===== src/inc/otl_defs.svh =====
// Constants of the output timer and line status block: register offsets,
// field positions, reset values and timing figures.
// Assumes inclusion by bare name from the package and the design module.
`ifndef OTL_DEFS_SVH
`define OTL_DEFS_SVH

// Word-aligned byte offsets of the registers
`define OTL_OFS_TIMER_SEL 6'h00
`define OTL_OFS_DUR_BASE 6'h04
`define OTL_OFS_DUR_RAW 6'h08
`define OTL_OFS_DUR_ABS 6'h0C
`define OTL_OFS_DLY_BASE 6'h10
`define OTL_OFS_DLY_RAW 6'h14
`define OTL_OFS_LINE_SEL 6'h18
`define OTL_OFS_LINE_STAT 6'h1C
`define OTL_OFS_LINE_ALL 6'h20
`define OTL_OFS_TRIG_EN 6'h24

// Field limits and reset values
`define OTL_RAW_W 12
`define OTL_DUR_RAW_MIN 12'h001
`define OTL_RAW_MAX 12'hFFF
`define OTL_DUR_RAW_RST 12'h001
`define OTL_DLY_RAW_RST 12'h000
`define OTL_BASE_RST 16'h0001
`define OTL_BASE_MIN 16'h0001

// Bit positions inside the all-lines status word
`define OTL_ALL_OUT_LSB 0
`define OTL_ALL_IN_LSB 8

// Timing: one microsecond time unit at the system clock rate
`define OTL_US_NS 1000
`define OTL_CLK_NS 8
`define OTL_US_CYC (`OTL_US_NS / `OTL_CLK_NS)
`define OTL_PRE_W 7

`endif


===== src/inc/otl_pkg.sv =====
// Types shared by the output timer and line status block.
// Assumes otl_defs.svh is on the include path.
`include "otl_defs.svh"

package otl_pkg;

  // Timer sequencing, one-hot
  typedef enum logic [2:0] {
    OTL_IDLE = 3'b001,
    OTL_DELAY = 3'b010,
    OTL_PULSE = 3'b100
  } otl_state_t;

  // Per-timer settings as software leaves them
  typedef struct packed {
    logic [`OTL_RAW_W-1:0] dly_raw;
    logic [`OTL_RAW_W-1:0] dur_raw;
  } otl_tcfg_t;

  // Per-timer running counters
  typedef struct packed {
    logic [`OTL_PRE_W-1:0] pre;
    logic [15:0] base;
    logic [`OTL_RAW_W-1:0] unit;
  } otl_tcnt_t;

endpackage : otl_pkg


===== src/hw/otl_timer_line.sv =====
// Output timers with shared duration base, plus line level readback.
// Assumes an Avalon-MM master on mclk, an exposure-active level from
// logic on mclk, and input pins that are asynchronous to mclk.
`timescale 1ns/1ns
`default_nettype none
`include "otl_defs.svh"

module otl_timer_line
  import otl_pkg::*;
#(
  parameter int N_TIMERS = 4,
  parameter int N_IN = 2
) (
  input wire logic mclk,
  input wire logic reset,
  input wire logic [5:0] address,
  input wire logic read,
  input wire logic write,
  input wire logic [3:0] byteenable,
  input wire logic [31:0] writedata,
  output logic [31:0] readdata,
  output logic waitrequest,
  input wire logic exposure_active,
  input wire logic [N_IN-1:0] in_line,
  output logic [N_TIMERS-1:0] out_line
);

  localparam int TB_W = 16;
  localparam int ABS_W = `OTL_RAW_W + TB_W;
  localparam int SEL_W = $clog2(N_TIMERS);
  localparam int DCNT_W = $clog2(ABS_W + 1);
  localparam logic [`OTL_PRE_W-1:0] US_LAST = `OTL_PRE_W'(`OTL_US_CYC - 1);

  ////////////////////////////////////////////////////////////////////////
  // Functions
  ////////////////////////////////////////////////////////////////////////
  // Byte-lane merge of a write into the present register image
  function automatic logic [31:0] be_merge(input logic [31:0] old,
                                           input logic [31:0] wd,
                                           input logic [3:0] be);
    logic [31:0] r;
    r = old;
    for (int b = 0; b < 4; b++) begin
      if (be[b]) begin
        r[b*8 +: 8] = wd[b*8 +: 8];
      end
    end
    return r;
  endfunction : be_merge

  // Effective time in microseconds from raw count and base
  function automatic logic [ABS_W-1:0] abs_of(
      input logic [`OTL_RAW_W-1:0] raw, input logic [TB_W-1:0] tb);
    return ABS_W'(raw) * ABS_W'(tb);
  endfunction : abs_of

  // Base never goes below one microsecond
  function automatic logic [TB_W-1:0] base_fix(input logic [TB_W-1:0] v);
    return (v < `OTL_BASE_MIN) ? `OTL_BASE_MIN : v;
  endfunction : base_fix

  // Raw duration limited to its legal span
  function automatic logic [`OTL_RAW_W-1:0] dur_fix(
      input logic [ABS_W-1:0] v);
    if (v < ABS_W'(`OTL_DUR_RAW_MIN)) begin
      return `OTL_DUR_RAW_MIN;
    end else if (v > ABS_W'(`OTL_RAW_MAX)) begin
      return `OTL_RAW_MAX;
    end
    return v[`OTL_RAW_W-1:0];
  endfunction : dur_fix

  // True on the last clock cycle of a phase of tb*target microseconds
  function automatic logic phase_end(input otl_tcnt_t c,
                                     input logic [TB_W-1:0] tb,
                                     input logic [`OTL_RAW_W-1:0] target);
    return (c.pre == US_LAST) && (c.base == tb - 16'h0001) &&
           (c.unit == target - 12'h001);
  endfunction : phase_end

  // Advance the microsecond, base and unit counters by one clock
  function automatic otl_tcnt_t cnt_step(input otl_tcnt_t c,
                                         input logic [TB_W-1:0] tb);
    otl_tcnt_t n;
    n = c;
    if (c.pre != US_LAST) begin
      n.pre = c.pre + `OTL_PRE_W'(1);
    end else begin
      n.pre = '0;
      if (c.base != tb - 16'h0001) begin
        n.base = c.base + 16'h0001;
      end else begin
        n.base = '0;
        n.unit = c.unit + 12'h001;
      end
    end
    return n;
  endfunction : cnt_step

  ////////////////////////////////////////////////////////////////////////
  // Declarations
  ////////////////////////////////////////////////////////////////////////
  logic [SEL_W-1:0] sel_q; // Timer selector
  logic [TB_W-1:0] dur_tb_q; // Shared duration base, microseconds
  logic [TB_W-1:0] dly_tb_q; // Shared delay base, microseconds
  otl_tcfg_t cfg_q [N_TIMERS]; // Per-timer raw settings
  logic [SEL_W-1:0] line_sel_q; // Output line selector
  logic [N_TIMERS-1:0] trig_en_q; // Timer arm bits
  logic ack_q; // Bus answer pending this cycle
  logic [31:0] readdata_q; // Registered read data
  logic [ABS_W-1:0] div_num_q; // Dividend, shifted out MSB first
  logic [ABS_W-1:0] div_rem_q; // Partial remainder
  logic [ABS_W-1:0] div_quo_q; // Quotient being built
  logic [DCNT_W-1:0] div_cnt_q; // Steps left
  logic div_busy_q; // Division running
  logic div_done_q; // Quotient ready for the pending write
  logic [N_IN-1:0] in_meta_q; // First synchroniser stage
  logic [N_IN-1:0] in_sync_q; // Line levels on mclk
  logic expo_q; // Exposure level, last cycle
  otl_state_t st_q [N_TIMERS]; // Timer phase
  otl_tcnt_t cnt_q [N_TIMERS]; // Timer counters
  logic [N_TIMERS-1:0] out_q; // Timer output levels
  logic req; // A bus request is present
  logic abs_wr; // Request is an absolute duration write
  logic commit; // Edge at which the request completes
  logic expo_rise; // Start of exposure
  logic [ABS_W-1:0] rem_sh; // Remainder after shifting in next bit
  logic [31:0] rd_val; // Read multiplexer
  logic [31:0] line_all; // All-lines status word
  logic [31:0] wr_word; // Write data merged into the addressed register

  ////////////////////////////////////////////////////////////////////////
  // Bus handshake
  ////////////////////////////////////////////////////////////////////////
  assign req = read | write;
  assign abs_wr = write && (address == `OTL_OFS_DUR_ABS);
  assign commit = req && ack_q;
  // Held off until the registered answer or the quotient is ready
  assign waitrequest = req && !ack_q;
  assign readdata = readdata_q;

  // Answer one cycle after the request, later while dividing
  always_ff @(posedge mclk) begin
    if (reset) begin
      ack_q <= 1'b0;
    end else if (ack_q) begin
      ack_q <= 1'b0;
    end else if (req && (!abs_wr || div_done_q)) begin
      ack_q <= 1'b1;
    end
  end

  // Read data are captured once, while the request stands still
  always_ff @(posedge mclk) begin
    if (reset) begin
      readdata_q <= 32'h00000000;
    end else if (read && !ack_q) begin
      readdata_q <= rd_val;
    end
  end

  ////////////////////////////////////////////////////////////////////////
  // Absolute to raw conversion
  ////////////////////////////////////////////////////////////////////////
  // Restoring division: a combinational divide by a 16-bit variable would
  // set the clock rate; the bus simply waits ABS_W + 2 cycles instead.
  assign rem_sh = {div_rem_q[ABS_W-2:0], div_num_q[ABS_W-1]};

  always_ff @(posedge mclk) begin
    if (reset) begin
      div_busy_q <= 1'b0;
      div_done_q <= 1'b0;
      div_cnt_q <= '0;
      div_num_q <= '0;
      div_rem_q <= '0;
      div_quo_q <= '0;
    end else if (abs_wr && !ack_q && !div_busy_q && !div_done_q) begin
      div_busy_q <= 1'b1;
      div_cnt_q <= DCNT_W'(ABS_W);
      div_num_q <= ABS_W'(be_merge(32'h00000000, writedata,
                                   byteenable));
      div_rem_q <= '0;
      div_quo_q <= '0;
    end else if (div_busy_q) begin
      div_num_q <= {div_num_q[ABS_W-2:0], 1'b0};
      if (rem_sh >= ABS_W'(dur_tb_q)) begin
        div_rem_q <= rem_sh - ABS_W'(dur_tb_q);
        div_quo_q <= {div_quo_q[ABS_W-2:0], 1'b1};
      end else begin
        div_rem_q <= rem_sh;
        div_quo_q <= {div_quo_q[ABS_W-2:0], 1'b0};
      end
      div_cnt_q <= div_cnt_q - DCNT_W'(1);
      if (div_cnt_q == DCNT_W'(1)) begin
        div_busy_q <= 1'b0;
        div_done_q <= 1'b1;
      end
    end else if (commit) begin
      div_done_q <= 1'b0;
    end
  end

  ////////////////////////////////////////////////////////////////////////
  // Control registers
  ////////////////////////////////////////////////////////////////////////
  // Byte lanes merge into the present image that the read mux shows
  assign wr_word = be_merge(rd_val, writedata, byteenable);

  // Selectors, shared bases and arm bits
  always_ff @(posedge mclk) begin
    if (reset) begin
      sel_q <= '0;
      line_sel_q <= '0;
      dur_tb_q <= `OTL_BASE_RST;
      dly_tb_q <= `OTL_BASE_RST;
      trig_en_q <= '0;
    end else if (commit && write) begin
      unique case (address)
        `OTL_OFS_TIMER_SEL: sel_q <= wr_word[SEL_W-1:0];
        `OTL_OFS_LINE_SEL: line_sel_q <= wr_word[SEL_W-1:0];
        // One register serves every timer, in 1 us steps
        `OTL_OFS_DUR_BASE: dur_tb_q <= base_fix(wr_word[TB_W-1:0]);
        `OTL_OFS_DLY_BASE: dly_tb_q <= base_fix(wr_word[TB_W-1:0]);
        `OTL_OFS_TRIG_EN: trig_en_q <= wr_word[N_TIMERS-1:0];
        default: begin
          // Other offsets hold no control state here
        end
      endcase
    end
  end

  // Per-timer raw counts; the absolute value is never stored, so the
  // readback always follows the raw count and the present base
  always_ff @(posedge mclk) begin
    if (reset) begin
      for (int i = 0; i < N_TIMERS; i++) begin
        cfg_q[i].dur_raw <= `OTL_DUR_RAW_RST;
        cfg_q[i].dly_raw <= `OTL_DLY_RAW_RST;
      end
    end else if (commit && write) begin
      if (address == `OTL_OFS_DUR_RAW) begin
        cfg_q[sel_q].dur_raw <= dur_fix(
            ABS_W'(wr_word[`OTL_RAW_W-1:0]));
      end else if (address == `OTL_OFS_DUR_ABS) begin
        // Off-multiple values truncate; software keeps to multiples
        cfg_q[sel_q].dur_raw <= dur_fix(div_quo_q);
      end else if (address == `OTL_OFS_DLY_RAW) begin
        cfg_q[sel_q].dly_raw <= wr_word[`OTL_RAW_W-1:0];
      end
    end
  end

  ////////////////////////////////////////////////////////////////////////
  // Line levels
  ////////////////////////////////////////////////////////////////////////
  // Two-stage synchroniser for the asynchronous input pins
  always_ff @(posedge mclk) begin
    if (reset) begin
      in_meta_q <= '0;
      in_sync_q <= '0;
    end else begin
      in_meta_q <= in_line;
      in_sync_q <= in_meta_q;
    end
  end

  // Fixed positions: outputs from bit 0, inputs from bit 8
  always_comb begin
    line_all = 32'h00000000;
    line_all[`OTL_ALL_OUT_LSB +: N_TIMERS] = out_q;
    line_all[`OTL_ALL_IN_LSB +: N_IN] = in_sync_q;
  end

  ////////////////////////////////////////////////////////////////////////
  // Read multiplexer
  ////////////////////////////////////////////////////////////////////////
  // Unmapped offsets read as zero
  always_comb begin
    rd_val = 32'h00000000;
    unique case (address)
      `OTL_OFS_TIMER_SEL: rd_val = 32'(sel_q);
      `OTL_OFS_DUR_BASE: rd_val = 32'(dur_tb_q);
      `OTL_OFS_DUR_RAW: rd_val = 32'(cfg_q[sel_q].dur_raw);
      `OTL_OFS_DUR_ABS: begin
        rd_val = 32'(abs_of(cfg_q[sel_q].dur_raw, dur_tb_q));
      end
      `OTL_OFS_DLY_BASE: rd_val = 32'(dly_tb_q);
      `OTL_OFS_DLY_RAW: rd_val = 32'(cfg_q[sel_q].dly_raw);
      `OTL_OFS_LINE_SEL: rd_val = 32'(line_sel_q);
      `OTL_OFS_LINE_STAT: rd_val = 32'(out_q[line_sel_q]);
      `OTL_OFS_LINE_ALL: rd_val = line_all;
      `OTL_OFS_TRIG_EN: rd_val = 32'(trig_en_q);
      default: rd_val = 32'h00000000;
    endcase
  end

  ////////////////////////////////////////////////////////////////////////
  // Timers
  ////////////////////////////////////////////////////////////////////////
  // Exposure comes from logic on mclk, so only an edge detector is needed
  always_ff @(posedge mclk) begin
    if (reset) begin
      expo_q <= 1'b0;
    end else begin
      expo_q <= exposure_active;
    end
  end

  assign expo_rise = exposure_active && !expo_q;

  // Each timer keeps its own microsecond prescaler so that a pulse is
  // exactly raw*base microseconds, not short by up to one microsecond.
  // A trigger while a timer runs is ignored, and settings are read live.
  always_ff @(posedge mclk) begin
    if (reset) begin
      for (int i = 0; i < N_TIMERS; i++) begin
        st_q[i] <= OTL_IDLE;
        cnt_q[i] <= '0;
        out_q[i] <= 1'b0;
      end
    end else begin
      for (int i = 0; i < N_TIMERS; i++) begin
        unique case (st_q[i])
          OTL_IDLE: begin
            cnt_q[i] <= '0;
            if (expo_rise && trig_en_q[i]) begin
              if (cfg_q[i].dly_raw == `OTL_DLY_RAW_RST) begin
                st_q[i] <= OTL_PULSE;
                out_q[i] <= 1'b1;
              end else begin
                st_q[i] <= OTL_DELAY;
              end
            end
          end
          OTL_DELAY: begin
            if (phase_end(cnt_q[i], dly_tb_q, cfg_q[i].dly_raw)) begin
              st_q[i] <= OTL_PULSE;
              out_q[i] <= 1'b1;
              cnt_q[i] <= '0;
            end else begin
              cnt_q[i] <= cnt_step(cnt_q[i], dly_tb_q);
            end
          end
          OTL_PULSE: begin
            if (phase_end(cnt_q[i], dur_tb_q, cfg_q[i].dur_raw)) begin
              st_q[i] <= OTL_IDLE;
              out_q[i] <= 1'b0;
              cnt_q[i] <= '0;
            end else begin
              cnt_q[i] <= cnt_step(cnt_q[i], dur_tb_q);
            end
          end
          default: begin
            st_q[i] <= OTL_IDLE;
            out_q[i] <= 1'b0;
          end
        endcase
      end
    end
  end

  // Timer i drives output line i and no other
  assign out_line = out_q;

endmodule : otl_timer_line

`default_nettype wire


===== config.mk =====
export PLATFORM = sky130hd
export DESIGN_NAME = otl_timer_line
export DESIGN_NICKNAME = d
export VERILOG_FILES = /design/src/inc/otl_pkg.sv /design/src/hw/otl_timer_line.sv
export VERILOG_INCLUDE_DIRS = /design/src /design/src/inc
export SDC_FILE = /design/constraint.sdc
export NUM_CORES = 2
export LEC_CHECK = 0
export ABC_AREA = 1
export BUFFER_PORTS_ARGS = -buffer_cell sky130_fd_sc_hd__clkbuf_2
export CAP_MARGIN = 20
export CORE_ASPECT_RATIO = 0.75
export CORE_MARGIN = 1.5
export CORE_UTILIZATION = 50
export DETAILED_ROUTE_END_ITERATION = 7
export PLACE_DENSITY = 0.69
export SYNTH_ARGS = -nofsm -noshare
export SYNTH_HDL_FRONTEND = slang
export SYNTH_SLANG_ARGS = --single-unit

===== constraint.sdc =====
create_clock -name mclk -period 15.2 [get_ports mclk]
set_input_delay 2.28 -clock mclk [delete_from_list [all_inputs] [get_ports mclk]]
set_output_delay 2.28 -clock mclk [all_outputs]
set_load 0.02 [all_outputs]

; Word level (Yosys, flattened, before mapping)
; Memory sizes are Yosys's and may differ from the RTL's. A register that Yosys moved wholly into a read port is not among the register bits.
; Index checks and enable logic that the tools add are counted.
[word_totals]
reg_bits = 172
ramBits = 248
input_bits = 49
out_inout_bits = 37
elab_cells = 561
n_memories = 3
[mem_list]
columns = name, depth, width, rd, rd_clocked_by_memory_dff, write_ports, line
row1 = cnt_q, 4, 35, 4, 0, 4, otl_timer_line.sv:121  ; otl_tcnt_t cnt_q [N_TIMERS];
row2 = cfg_q, 4, 24, 5, 1, 4, otl_timer_line.sv:106  ; otl_tcfg_t cfg_q [N_TIMERS];
row3 = st_q, 4, 3, 4, 0, 4, otl_timer_line.sv:120  ; otl_state_t st_q [N_TIMERS];
[op_classes]
add_sub_neg = 24
n_mul = 1
order_cmp = 6
eq_ne = 71
muxes = 332
bitwise_logic = 43
n_reduce_logical = 60
[op_table]
columns = operator, count
row1 = 2-to-1 mux 28 bit, 34
row2 = 2-to-1 mux 35 bit, 20
row3 = case mux 28 bit (10 select lines), 1
row4 = 2-to-1 mux 12 bit, 21
row5 = 2-to-1 mux 7 bit, 28
row6 = 2-to-1 mux 1 bit, 180
row7 = 2-to-1 mux 16 bit, 9
row8 = equality test 16 bit, 8
row9 = != test 16 bit, 8
row10 = equality test 12 bit, 8
row11 = subtractor 12 x 1 -> 12 bit (second input constant), 8
row12 = adder 16 x 1 -> 16 bit (second input constant), 4
row13 = 2-to-1 mux 3 bit, 20
row14 = adder 12 x 1 -> 12 bit (second input constant), 4
row15 = zero test 12 bit, 4
row16 = OR 1 bit, 42
row17 = 2-to-1 mux 8 bit, 5
row18 = != test 2 bit (second input constant), 16
row19 = subtractor 16 x 1 -> 16 bit (second input constant), 2
row20 = logical AND 1 bit, 30
row21 = adder 7 x 1 -> 7 bit (second input constant), 4
row22 = equality test 7 bit (second input constant), 4
row23 = >= comparator 28 x 16 -> 1 bit, 1
row24 = greater-than comparator 28 x 12 -> 1 bit (second input constant), 1
row25 = 35 further kinds, 75

; Depth between registers and ports, before layout
[depth]
depth_word = 15
mapped_depth = 34
depth_no_buf = 31

; Worst setup path after synthesis
; OpenSTA, ideal clock, no wires.
[synth_path]
kind = flip-flop to flip-flop
from = register (tool-made name)
to = memory cfg_q[0][11] (netlist name), data pin
setup_time_ns = 0.266
arrival_ns = 5.485
required_ns = 14.934
path_slack_ns = 9.449
stages_incl_launch_ff = 29
n_path_buf = 4
synth_period_minus_slack_ns = 5.751
path_cell_list = dfxtp_1 buf_4 buf_6 nand2_1 nand3_1 and2_1 clkbuf_1 clkbuf_1 nand2_1 fa_1 inv_1 fa_1 fa_1 fa_1 inv_1 fa_1 inv_1 ha_1 nand2_1 nor2_1 nand2_1 nand2_1 nand2_1 nand3_1 nand3_1 a21boi_1 inv_1 o22ai_1 nor2_1
[synth_lines]
columns = element, line
row1 = "end, declared", otl_timer_line.sv:106

==> metrics.md <==
| Metric | Value |
|---|---|
| Final nets | `5453` |
| Hold WC Path Type | `flop to flop` |
| Initial antenna violation count | `2` |
| Setup_tns | `0 ps` |
| Reg2reg end | `cfg_q[3][8]$_SDFFCE_PN0P_` |
| Number of synthesized flops with an enable pin | `248` |
| Hold wc startpoint | `in_meta_q[0]$_SDFF_PP0_` |
| Initial core utilization | `50.6%` |
| R2r worst-path depth | `25` |
| Die Ht | `234 µm` |
| Setup slack, reg-to-reg | `7250 ps` |
| Total CTS buffers | `46` |
| Total Routed Length | `119 mm` |
| Final hold violations | `0` |
| GR Overflow Total | `0` |
| First-pass GRT wire length | `182 mm` |
| Synthesized instance count | `5138` |
| P per Cell Area | `72.4 mW/mm²` |
| Vias | `34400` |
| Critical Path Start Type | `flop` |
| Initial drt markers | `4177` |
| Via-to-Cell Ratio | `5.61` |
| Worst vdd ir | `0.0924 mV` |
| Post-Route Utilization | `54.3%` |
| Worst-path clk slew | `70 ps` |
| Mean Syn Cell Area | `6.93 µm²` |
| ANT nets after route | `0` |
| Crit Path Class | `flop to flop` |
| Max Buffers Root-to-Sink | `3` |
| Number of gates resized after cts | `0` |
| CTS tree | `done` |
| Clock Skew | `46.8 ps` |
| CTS Root Cell | `clkbuf_16` |
| Synth Cell Area | `0.0356 mm²` |
| CP required | `15560 ps` |
| Design Power | `0.00277 W` |
| Slew @ Worst Pin | `1070 ps` |
| Period utilisation layout | `52.3%` |
| Post-synthesis async set-or-reset flop share | `0%` |
| Die X | `311 µm` |
| Min Tclk post-route | `7950 ps` |
| Slew Limit Headroom | `28.6%` |
| Synth unique cells | `64` |
| Hpwl dp | `93.3 mm` |
| Setup Viol. Count Final | `0` |
| Worst-Skew Late Latency | `640 ps` |
| Largest net degree at the start of global routing | `82` |
| Core ar. | `0.0703 mm²` |
| Area grow syn2layout | `7.28%` |
| Commonest non-fill, non-tap cell in the layout | `nand2_1` |
| RSZ-0062 raised after global routing | `no` |
| Flop and latch count out of synthesis | `418` |
| H-tree Lvls | `2` |
| Predominant post-synthesis flop cell | `edfxtp_1` |
| Yosys warning count | `0` |
| Setup bufs post-CTS | `0` |
| Residual DRC | `0` |
| Worst setup EP type | `flop` |
| Clock Sinks | `418` |
| Final GP Congestion | `1.01` |
| F_max | `126 MHz` |
| Min-Delay Endpoint | `in_sync_q[0]$_SDFF_PP0_` |
| Worst Hold Depth | `2` |
| Commonest cells after routing, fill and taps aside | `nand2_1, inv_1, nor2_1` |
| Seq/Total Area, Yosys | `30.5%` |
| Number of buffers inserted by port buffering | `77` |
| Outcome | `finished, final reports clean` |
| PnR worst setup slack | `7250 ps` |
| # hold bufs at CTS | `0` |
| Lkg Pwr | `18.0 nW` |
| DP Worst Slack | `7590 ps` |
| Initial DRT Pass Iterations | `7` |
| Max-Cap Viols | `0` |
| I/O pin cnt | `86` |
| Worst Path Arrival | `8310 ps` |
| Global-route usage over all layers | `32.4%` |
| Die Area | `0.0728 mm²` |
| Row count | `84` |
| Vias in the first global route | `30800` |
| Per-cell routed wire length | `19.4 µm` |
| Crit path max fanout | `58` |
| Hold_ws | `409 ps` |
| Share of post-route cells with drive strength above 1 | `6.04%` |
| Slew Viols, Final | `0` |
==> where the power goes <==
part           switching [W]  leakage [nW]  internal (W)
combinational       0.000221          13.3     0.0000939
sequential         0.0000539          4.03       0.00124
clock               0.000523         0.743      0.000638
==> how the worst max path moves through the flow <==
stage,startpoint,end,slack (ps),cells past startpoint
floorplan,flop,cfg_q[0][11]$_SDFFCE_PN0P_,9450,28
global placement,flop,cfg_q[2][8]$_SDFFCE_PN0P_,7680,25
detailed placement,flop,cfg_q[1][8]$_SDFFCE_PN0P_,7590,25
CTS,flop,cfg_q[1][8]$_SDFFCE_PN0P_,7540,25
global route,flop,cfg_q[0][8]$_SDFFCE_PN0P_,7030,25
finish,flop,cfg_q[3][8]$_SDFFCE_PN0P_,7250,25
==> through the flow <==
step / area (µm²) / cells
3_5_place_dp: 36600 / 6043
4_1_cts: 38100 / 6128
2_1_floorplan: 35600 / 5141
6_report: 38200 / 6133
5_1_grt: 38200 / 6132
3_3_place_gp: 36600 / 6043
==> synthesized netlist by cell type (12+ instances only) <==
cell type | instances | area share (%)
a21boi_0 | 24 | 0.51
a21oi_1 | 256 | 3.6
buf_2 | 35 | 0.49
buf_4 | 17 | 0.36
clkbuf_1 | 72 | 0.76
dfxtp_1 | 170 | 9.6
edfxtp_1 | 248 | 21
fa_1 | 141 | 7.9
ha_1 | 114 | 4.0
inv_1 | 763 | 8.0
inv_2 | 15 | 0.16
nand2_1 | 1402 | 15
nand2_2 | 29 | 0.51
nand3_1 | 406 | 5.7
nand3_2 | 15 | 0.42
nand3b_1 | 21 | 0.44
nand4_1 | 52 | 0.91
nor2_1 | 660 | 7.0
nor2_2 | 14 | 0.25
nor2_4 | 12 | 0.38
nor3_1 | 64 | 0.90
nor4_1 | 26 | 0.46
o211ai_1 | 13 | 0.27
o21ai_0 | 181 | 2.5
o21ai_1 | 18 | 0.25
o22ai_1 | 23 | 0.40
or2_2 | 14 | 0.25
xnor2_1 | 58 | 1.4
xor2_1 | 148 | 3.6
==> sequential cells by signal, indices dropped and copies added (netlist names), named ones only <==
| register | flops |
|---|---|
| cnt_q | 140 |
| cfg_q | 96 |
| div_num_q | 28 |
| div_quo_q | 28 |
| readdata | 28 |
| div_rem_q | 27 |
| dly_tb_q | 16 |
| dur_tb_q | 16 |
| st_q | 12 |
| div_cnt_q | 5 |
| out_line | 4 |
| trig_en_q | 4 |
| in_meta_q | 2 |
| in_sync_q | 2 |
| line_sel_q | 2 |
| sel_q | 2 |
| ack_q | 1 |
| div_busy_q | 1 |
| div_done_q | 1 |
| expo_q | 1 |
==> critical path, cell delays in order (launching register included) <==
cell	delay (ps)
dfxtp_2	320
buf_4	480
inv_2	460
nand2_1	170
nand3_1	210
and2_1	270
buf_4	230
inv_1	130
nor2_1	70
fa_1	530
ha_1	220
fa_1	480
inv_1	50
fa_1	490
fa_1	500
inv_1	40
ha_1	340
or2_2	360
nand2_1	100
nand2_1	60
nand3_1	270
nand4_2	210
a21oi_2	570
inv_1	210
o22ai_1	780
nor2_1	80
==> kinds of logic after synthesis <==
kind of cell / after synthesis / synth area share (%)
AOI/OAI and AO/OA: 576 / 8.98
xor gates and xnor gates: 212 / 5.36
adders and majority gates: 255 / 11.9
buffers and inverters: 932 / 10.4
DFF: 418 / 30.5
other: 1 / 0.0105
and+or+nand+nor: 2744 / 32.8
==> routing by layer <==
metal / routed length (µm) / GRT usage [%] / up-vias
met2: 47400 / 46.2 / 1683
met4: 3760 / 9.74 / 4
met3: 15400 / 8.44 / 241
met1: 52700 / 47.6 / 16100
li1: - / - / 16300
met5: 23 / 0 / -
==> final cells by class <==
class / count / area (µm²)
fill: 6887 / 32100
multi-input combinational: 3791 / 21000
sequential: 418 / 10900
inverter: 785 / 2950
clock buffer: 64 / 1340
tap: 946 / 1180
timing repair buffer: 107 / 632
clock inverter: 21 / 188
antenna: 1 / 2.50
Note: power is estimated with default switching activity, not from simulation.
